`src/hw/rtc_core_defs.vh`:
```
// Register offsets, field positions, reset values and timing constants of the clock core
`ifndef RTC_CORE_DEFS_VH
`define RTC_CORE_DEFS_VH

`define OFF_SEC 8'h00
`define OFF_MIN 8'h04
`define OFF_HOUR 8'h08
`define OFF_DATE 8'h0C
`define OFF_MONTH 8'h10
`define OFF_YEAR 8'h14
`define OFF_DOW 8'h18
`define OFF_CTRL 8'h1C
`define OFF_STATUS 8'h20
`define OFF_ALM_BASE 8'h24
`define OFF_ALM_LAST 8'h3C
`define OFF_ALM_MASK 8'h40

`define CTRL_ALM_EN 0
`define CTRL_REPEAT 1
`define CTRL_FO_LSB 4
`define CTRL_FO_MSB 7
`define STAT_ALM 0
`define STAT_FAIL 1
`define STAT_BACKUP 2

`define RST_DATE 7'h01
`define RST_MONTH 7'h01
`define RST_CTRL 8'h00

`define OSC_HZ 32768
`define PCLK_HZ 10000000
`define ALARM_PULSE_MS 250
`define LAST_YEAR 7'h63

`endif

```
`src/hw/rtc_calendar_alarm_core.v`:
```
// Clock, calendar, alarm and frequency-output core with an APB register slave
//
// Functional notes
// - Separate counters for time and calendar
// - Calendar valid through 2099 with leap years
// - Time base counts 32.768 kHz oscillator edges
// - Alarm can match any clock/calendar field
// - Match sets pollable flag, optional interrupt
// - Repeat mode alarms on every periodic match
// - Backup supply switching automatic, clock keeps running
// - Frequency-select field chooses pin function
// - Interrupt mode: open-drain active-low request
// - Frequency mode: oscillator (select 1) or divided oscillator, open-drain
// - Bus clock clocks all data in/out
// - Bus clock input ignored on backup; the core still answers each access, with pslverr set
// - Bus data input active in normal mode
// - No bus transfer possible on backup
// - Bus timing up to 400 kHz; the core assumes a 10 MHz bus clock (PCLK_HZ)
// - Single mode: pin low, flag set
// - Pulsed mode: pin low 250 ms
// - Frequency output disables the alarm
// - Clock frozen until first time write
`timescale 1ns/100ps
`include "rtc_core_defs.vh"

module rtc_calendar_alarm_core #(
	parameter TICKS_PER_SEC = `OSC_HZ,
	parameter PULSE_CYCLES = `ALARM_PULSE_MS * (`PCLK_HZ / 1000)
) (
	input wire pclk,
	input wire presetn,
	input wire psel,
	input wire penable,
	input wire pwrite,
	input wire [7:0] paddr,
	input wire [31:0] pwdata,
	output reg [31:0] prdata,
	output reg pready,
	output reg pslverr,
	input wire osc_input_pin,
	input wire on_backup,
	output reg alarm_or_freq_pin_o,
	output reg alarm_or_freq_pin_oe
);

	// Synchronisers for pin inputs
	reg osc_s1_r;
	reg osc_s2_r;
	reg osc_d_r;
	reg bak_s1_r;
	reg bak_s2_r;

	// Time and calendar
	reg [6:0] sec_r;
	reg [6:0] min_r;
	reg [6:0] hour_r;
	reg [6:0] date_r;
	reg [6:0] month_r;
	reg [6:0] year_r;
	reg [6:0] dow_r;
	reg [15:0] presc_r;
	reg [14:0] div_r;

	// Control and status
	reg [7:0] ctrl_r;
	reg alm_flag_r;
	reg fail_r;
	reg [6:0] alm_r [0:6];
	reg [6:0] amask_r;
	reg check_r;
	reg [21:0] pulse_r;

	wire osc_rise;
	wire sec_tick;
	wire access;
	wire wr_en;
	wire time_wr;
	wire alm_wr;
	wire [2:0] alm_idx;
	wire [3:0] fo_sel;
	wire freq_mode;
	wire alarm_live;
	wire [48:0] cur_f;
	wire [6:0] hit;
	wire match;
	wire freq_lvl;
	wire [4:0] mdays;
	reg [31:0] rd_nxt;
	reg err_nxt;
	reg oe_nxt;

	// Terminal counts, cut to the counter widths
	localparam integer TICK_LAST_I = TICKS_PER_SEC - 1;
	localparam integer PULSE_LAST_I = PULSE_CYCLES - 1;
	localparam [15:0] TICK_LAST = TICK_LAST_I[15:0];
	localparam [21:0] PULSE_LAST = PULSE_LAST_I[21:0];

	assign osc_rise = osc_s2_r & ~osc_d_r;
	assign sec_tick = osc_rise && (presc_r == TICK_LAST) && !fail_r;
	// Bus accesses are refused while on the backup supply
	assign access = psel & penable & ~pready & ~bak_s2_r;
	// Refused addresses never write
	assign wr_en = access & pwrite & ~err_nxt;
	assign time_wr = wr_en && (paddr <= `OFF_DOW);
	assign alm_wr = wr_en && (paddr >= `OFF_ALM_BASE) && (paddr <= `OFF_ALM_LAST);
	assign alm_idx = paddr[4:2] - 3'h1;
	assign fo_sel = ctrl_r[`CTRL_FO_MSB:`CTRL_FO_LSB];
	assign freq_mode = (fo_sel != 4'h0);
	assign alarm_live = ctrl_r[`CTRL_ALM_EN] & ~freq_mode;
	assign cur_f = {year_r, dow_r, month_r, date_r, hour_r, min_r, sec_r};
	// Days in the current month
	assign mdays = (month_r == 7'h02) ? ((year_r[1:0] == 2'h0) ? 5'h1D : 5'h1C) :
		((month_r == 7'h04) || (month_r == 7'h06) || (month_r == 7'h09) ||
		(month_r == 7'h0B)) ? 5'h1E : 5'h1F;

	// One comparator per time field
	genvar gi;
	generate
		for (gi = 0; gi < 7; gi = gi + 1) begin : g_cmp
			assign hit[gi] = ~amask_r[gi] | (cur_f[gi*7 +: 7] == alm_r[gi]);
		end
	endgenerate

	assign match = check_r && alarm_live && (amask_r != 7'h00) && (&hit);
	// Select 1 passes the oscillator, higher ones divide it
	assign freq_lvl = (fo_sel == 4'h1) ? osc_s2_r : div_r[fo_sel - 4'h2];

	// Register read mux and address check
	always @* begin
		rd_nxt = 32'h0000_0000;
		err_nxt = 1'b0;
		case (paddr)
			`OFF_SEC: rd_nxt[6:0] = sec_r;
			`OFF_MIN: rd_nxt[6:0] = min_r;
			`OFF_HOUR: rd_nxt[6:0] = hour_r;
			`OFF_DATE: rd_nxt[6:0] = date_r;
			`OFF_MONTH: rd_nxt[6:0] = month_r;
			`OFF_YEAR: rd_nxt[6:0] = year_r;
			`OFF_DOW: rd_nxt[6:0] = dow_r;
			`OFF_CTRL: rd_nxt[7:0] = ctrl_r;
			`OFF_STATUS: rd_nxt[2:0] = {bak_s2_r, fail_r, alm_flag_r};
			`OFF_ALM_MASK: rd_nxt[6:0] = amask_r;
			default: begin
				if ((paddr >= `OFF_ALM_BASE) && (paddr <= `OFF_ALM_LAST) &&
					(paddr[1:0] == 2'h0)) begin
					rd_nxt[6:0] = alm_r[alm_idx];
				end else begin
					err_nxt = 1'b1;
				end
			end
		endcase
		if (paddr[1:0] != 2'h0) begin
			err_nxt = 1'b1;
		end
	end

	// Pin drive: active low, released when idle
	always @* begin
		if (freq_mode) begin
			oe_nxt = ~freq_lvl;
		end else if (ctrl_r[`CTRL_REPEAT]) begin
			oe_nxt = (pulse_r != 22'h000000) || match;
		end else begin
			oe_nxt = alm_flag_r && ctrl_r[`CTRL_ALM_EN];
		end
	end

	// Input synchronisers and oscillator divider
	always @(posedge pclk or negedge presetn) begin
		if (!presetn) begin
			osc_s1_r <= 1'b0;
			osc_s2_r <= 1'b0;
			osc_d_r <= 1'b0;
			bak_s1_r <= 1'b0;
			bak_s2_r <= 1'b0;
			div_r <= 15'h0000;
		end else begin
			osc_s1_r <= osc_input_pin;
			osc_s2_r <= osc_s1_r;
			osc_d_r <= osc_s2_r;
			bak_s1_r <= on_backup;
			bak_s2_r <= bak_s1_r;
			if (osc_rise) begin
				div_r <= div_r + 15'h0001;
			end
		end
	end

	// APB answer: one wait state, all outputs registered
	always @(posedge pclk or negedge presetn) begin
		if (!presetn) begin
			pready <= 1'b0;
			pslverr <= 1'b0;
			prdata <= 32'h0000_0000;
		end else begin
			pready <= psel & penable & ~pready;
			if (psel & penable & ~pready) begin
				pslverr <= err_nxt | bak_s2_r;
				prdata <= access ? rd_nxt : 32'h0000_0000;
			end else begin
				pslverr <= 1'b0;
				prdata <= 32'h0000_0000;
			end
		end
	end

	// Timekeeping counters; a host write takes priority over the tick
	always @(posedge pclk or negedge presetn) begin
		if (!presetn) begin
			sec_r <= 7'h00;
			min_r <= 7'h00;
			hour_r <= 7'h00;
			date_r <= `RST_DATE;
			month_r <= `RST_MONTH;
			year_r <= 7'h00;
			dow_r <= 7'h00;
			presc_r <= 16'h0000;
			fail_r <= 1'b1;
		end else if (time_wr) begin
			fail_r <= 1'b0;
			presc_r <= 16'h0000;
			case (paddr)
				`OFF_SEC: sec_r <= pwdata[6:0];
				`OFF_MIN: min_r <= pwdata[6:0];
				`OFF_HOUR: hour_r <= pwdata[6:0];
				`OFF_DATE: date_r <= pwdata[6:0];
				`OFF_MONTH: month_r <= pwdata[6:0];
				`OFF_YEAR: year_r <= pwdata[6:0];
				default: dow_r <= pwdata[6:0];
			endcase
		end else if (osc_rise && !fail_r) begin
			presc_r <= (presc_r == TICK_LAST) ? 16'h0000 : presc_r + 16'h0001;
			if (sec_tick) begin
				// Each field rolls over into the next
				sec_r <= (sec_r == 7'h3B) ? 7'h00 : sec_r + 7'h01;
				if (sec_r == 7'h3B) begin
					min_r <= (min_r == 7'h3B) ? 7'h00 : min_r + 7'h01;
					if (min_r == 7'h3B) begin
						hour_r <= (hour_r == 7'h17) ? 7'h00 : hour_r + 7'h01;
						if (hour_r == 7'h17) begin
							dow_r <= (dow_r == 7'h06) ? 7'h00 : dow_r + 7'h01;
							if (date_r[4:0] >= mdays) begin
								date_r <= 7'h01;
								if (month_r == 7'h0C) begin
									month_r <= 7'h01;
									year_r <= (year_r == `LAST_YEAR) ? 7'h00 :
										year_r + 7'h01;
								end else begin
									month_r <= month_r + 7'h01;
								end
							end else begin
								date_r <= date_r + 7'h01;
							end
						end
					end
				end
			end
		end
	end

	// Control, alarm registers and alarm status
	integer k;
	always @(posedge pclk or negedge presetn) begin
		if (!presetn) begin
			ctrl_r <= `RST_CTRL;
			amask_r <= 7'h00;
			alm_flag_r <= 1'b0;
			check_r <= 1'b0;
			pulse_r <= 22'h000000;
			alarm_or_freq_pin_o <= 1'b0;
			alarm_or_freq_pin_oe <= 1'b0;
			for (k = 0; k < 7; k = k + 1) begin
				alm_r[k] <= 7'h00;
			end
		end else begin
			check_r <= sec_tick;
			alarm_or_freq_pin_o <= 1'b0;
			alarm_or_freq_pin_oe <= oe_nxt;
			if (wr_en && (paddr == `OFF_CTRL)) begin
				ctrl_r <= pwdata[7:0];
			end
			if (wr_en && (paddr == `OFF_ALM_MASK)) begin
				amask_r <= pwdata[6:0];
			end
			if (alm_wr) begin
				alm_r[alm_idx] <= pwdata[6:0];
			end
			// Match sets the flag; set wins over a same-cycle clear
			if (match) begin
				alm_flag_r <= 1'b1;
			end else if (wr_en && (paddr == `OFF_STATUS) && pwdata[`STAT_ALM]) begin
				alm_flag_r <= 1'b0;
			end
			if (match && ctrl_r[`CTRL_REPEAT]) begin
				pulse_r <= PULSE_LAST;
			end else if (pulse_r != 22'h000000) begin
				pulse_r <= pulse_r - 22'h000001;
			end
		end
	end

endmodule

```
`config.mk`:
```
export PLATFORM = sky130hd
export DESIGN_NAME = rtc_calendar_alarm_core
export DESIGN_NICKNAME = d
export VERILOG_FILES = /design/src/hw/rtc_calendar_alarm_core.v
export VERILOG_INCLUDE_DIRS = /design/src /design/src/hw
export SDC_FILE = /design/constraint.sdc
export NUM_CORES = 1
export LEC_CHECK = 0
export CAP_MARGIN = 20
export CORE_MARGIN = 2
export CORE_UTILIZATION = 55
export CTS_CLUSTER_SIZE = 24
export DETAILED_ROUTE_END_ITERATION = 12
export DONT_BUFFER_PORTS = 1
export HOLD_SLACK_MARGIN = 0.05
export PLACE_DENSITY = 0.73
export RECOVER_POWER = 25
export REMOVE_ABC_BUFFERS = 1
export SLEW_MARGIN = 10
export SYNTH_ARGS = -nofsm -noshare
export SYNTH_HDL_FRONTEND = slang
export SYNTH_SLANG_ARGS = --single-unit
```
`constraint.sdc`:
```
create_clock -name pclk -period 2.6 [get_ports pclk]
set_input_delay 0 -clock pclk [delete_from_list [all_inputs] [get_ports pclk]]
set_output_delay 0 -clock pclk [all_outputs]
set_load 0.03 [all_outputs]
```
==> results.toml <==
[synth]
syn-cell-area_sq_um = 11100
yosysWarningCount = 0
synth.yosys.seq_area_share_pct = 41.7
synth_async_sr_flop_share_pct = 100
synth.ff_latch_count = 185
number_of_synthesized_flops_with_an_enable_pin = 0
postSynth.topFlopCell = "dfrtp_1"
post_synth_num_cell_types = 79
syn_avg_cell_area_sq_um = 9.65
synthCells = 1152

[cts]
cts-buffers-inserted = 17
clk_transition_reported_paths_ns = 0.08
cts_tree = "done"
htreeDepth = 4
clkLatencyLatePin_ns = 0.44
clock-root-buffer = "clkbuf_16"
clock_path_buffers = 2
clock_sink_count = 185

[layout]
numnets_final = 1290
flow.area_growth_from_synthesis_pct = 15.1
drive_gt1_share_pct = 20.6

[sta]
slew_headroom_pct = 23.7
final.setup.tns_ns = -0.0152
final_hold_viol_count = 185
final_worst_path_setup_slack_ns = -0.0152
hold_ws_ns = -0.756
tcrit_tclk_final_pct = 101
grt_setup_unrepaired = "true"
timing.clock.skew_ns = 0.00988
min_period_ns = 2.62
finalSetupViolations = 1
maxSlewViolCount = 0
fmax_mhz = 382
transition_time_of_the_tightest_slew_check_pin_ns = 1.14

[floorplanning]
row_count = 52
die-area_sq_um = 21400
floorplan.io_pins = 83
placeableCoreArea_sq_um = 20000
fp.dieH_um = 146
initial_utilization_pct = 55.5
die_w_um = 146

[pwr]
power.share.sequential_pct = 49.1
p_comb_share_pct = 8.6
total_leakage_power_nw = 5.72
power_frac_clock_pct = 42.4
internal_power_mw = 4.68
total_power_mw = 6.40
worst_ir_drop_vdd_v = 0.000332
net_switching_power_mw = 1.72
power_per_cell_area_nw_per_um2 = 500
swShare_pct = 26.9

[worst_setup_path]
crit_fanout = 7
worst_setup_path_start_kind = "flip-flop"
worst_path_required_ns = 2.93
setup.worst_path.class = "reg -> reg"
end_kind = "flip-flop"
cp.arrival_ns = 2.94

[drt]
avgViaCountPerCell = 6.44
route.antenna.remaining_nets = 0
drcViolationCount = 0
drt_pass1_iterations = 5
avgRoutedWirePerCell_um = 22.3
postRouteWirelength_mm = 33.7
routed-via-count = 9707
drt_iter0_markers = 1052

[status]
outcome = "complete, but fails checks"
failed_checks = "negative hold slack, negative setup slack"

[grt]
grt_start_max_net_pins = 186
grt_first_pass_wirelength_mm = 52.5
gr-total-overflow = 0
grt_util_all_layers_pct = 31.6
antenna_violations_before_repair = 2
number_of_global_route_vias_before_repair = 9298

[placed_design]
dp.final_hpwl_mm = 23.0
gp_routability_congestion = 0.970
count_of_buffers_inserted_at_the_top_level_ports = 0

[hold_path]
hold_path.class = "in -> async"

[flow_run]
cap_viol_max_count = 0
[path summary, 6_finish.rpt]
path                            slack, ns          to       start  cells after the start
worst max-delay path                -0.02   year_r[2]  month_r[1]                     12
worst min-delay path                -0.76    div_r[8]     presetn                      0
worst max register to register      -0.02   year_r[2]  month_r[1]                     12
worst min register to register       0.36    osc_s2_r    osc_s1_r                      0
max in group asynchronous            2.98   date_r[0]     presetn                      0
min in group pclk                    0.06  alm_flag_r    paddr[4]                      5
[cells by family (layout without fill, tap and decap cells)]
| group | after synthesis | count (layout) | synth area share [%] |
|---|---|---|---|
| buf+inv | 118 | 175 | 5.04 |
| flops | 185 | 185 | 41.7 |
| compound gates | 240 | 240 | 14.0 |
| fa+ha+maj | 23 | 23 | 2.59 |
| other cells | 1 | 29 | 0.0337 |
| mux | 97 | 97 | 10.2 |
| simple gates | 399 | 399 | 19.4 |
| xor+xnor | 89 | 89 | 7.01 |
[power by group through the flow]
stage	Clock [mW]	Combinational [mW]	Sequential [mW]
after floorplan	0	0.363	3.16
final	2.71	0.548	3.14
after global routing	2.85	0.595	3.16
after global placement	0	0.455	3.19
after CTS	2.74	0.536	3.14
after detailed placement	0	0.470	3.19
[synth_stat cells, types with 30 or more instances]
master / n / share of area (%)
dfrtp_1: 182 / 41
nor2_1: 84 / 2.8
mux2_2: 79 / 8.0
o21ai_0: 66 / 3.0
nand2_1: 61 / 2.1
a21oi_1: 58 / 2.6
nor3_1: 51 / 2.3
xnor2_1: 47 / 3.7
xor2_1: 42 / 3.3
clkbuf_1: 39 / 1.3
and3_1: 38 / 2.1
nand3_1: 36 / 1.6
inv_1: 30 / 1.0
[registers in the layout (all words and copies together), names as in the netlist, 8 cells and up]
register  flops
pulse_r      22
alm_r        49
ctrl_r        8
prdata        8
presc_r      16
div_r        15
[worst max-delay path, cell delays in order, from the launching register on]
cell and delay, ns:
dfrtp_2 0.45, inv_2 0.10, ha_4 0.16, o211ai_1 0.24, nand2_1 0.09, a22oi_1 0.15, ha_1 0.26, nand2b_4 0.15
a21oi_4 0.14, nor2_4 0.07, nand4b_1 0.20, nand2_2 0.17, a211o_1 0.32
[per-stage QoR]
step / std cells / setup slack (ns) / hold WS, ns / utilization, % / area, sq um
finish: 1507 / -0.0152 / -0.756 / 63.9 / 12800
global route: 1506 / -0.138 / -0.773 / 63.8 / 12800
CTS: 1499 / 0.00390 / -0.766 / 62.9 / 12600
detailed placement: 1446 / -0.105 / -0.291 / 58.8 / 11800
global placement: 1446 / -0.0522 / -0.290 / 58.8 / 11800
floorplan: 1090 / -4.18 / -0.296 / - / 10800
[placed cells by master (no fill, tap or decap), types with 9 or more instances in the layout]
master	instances
xor2_1	42
a211o_1	9
o21ai_0	56
dfrtp_1	181
buf_4	85
ha_1	19
inv_1	28
o21ai_1	9
a31oi_1	17
nand3_1	36
nand2_1	59
a22oi_1	9
nand4_1	19
nor3_1	49
dlygate4sd3_1	20
xnor2_1	47
nor4_1	19
and3_1	38
clkbuf_16	17
mux2_2	79
mux2i_1	12
a21oi_1	55
nor2_1	82
nand2b_1	11
conb_1	25
nor3b_1	15
[repair_timing]
| action | CTS | global route |
|---|---|---|
| cloned | 0 | 1 |
| pin swaps | 7 | 17 |
| setup endpoints to repair | 8 | 23 |
| setup buffers | 2 | 2 |
| hold buffers | 19 | 1 |
| endpoints found under the hold margin | 299 | 186 |
| resized for setup | 5 | 44 |
[cell type report]
type,count,area (sq um)
fill,1638,7240
clock inverter,15,181
inverter,32,123
sequential,185,4630
clock buffer,17,425
tap,270,338
timing repair buffer,111,915
antenna,4,10.0
multi-input combinational,873,6170
[per-layer routing]
layer  wire, um  global-route usage, %
met3       3450                   9.41
met5          0                      0
met1      13500                   42.0
met2      15100                   47.6
met4       1660                   15.1
No activity file was read; power rests on OpenSTA's default activity.
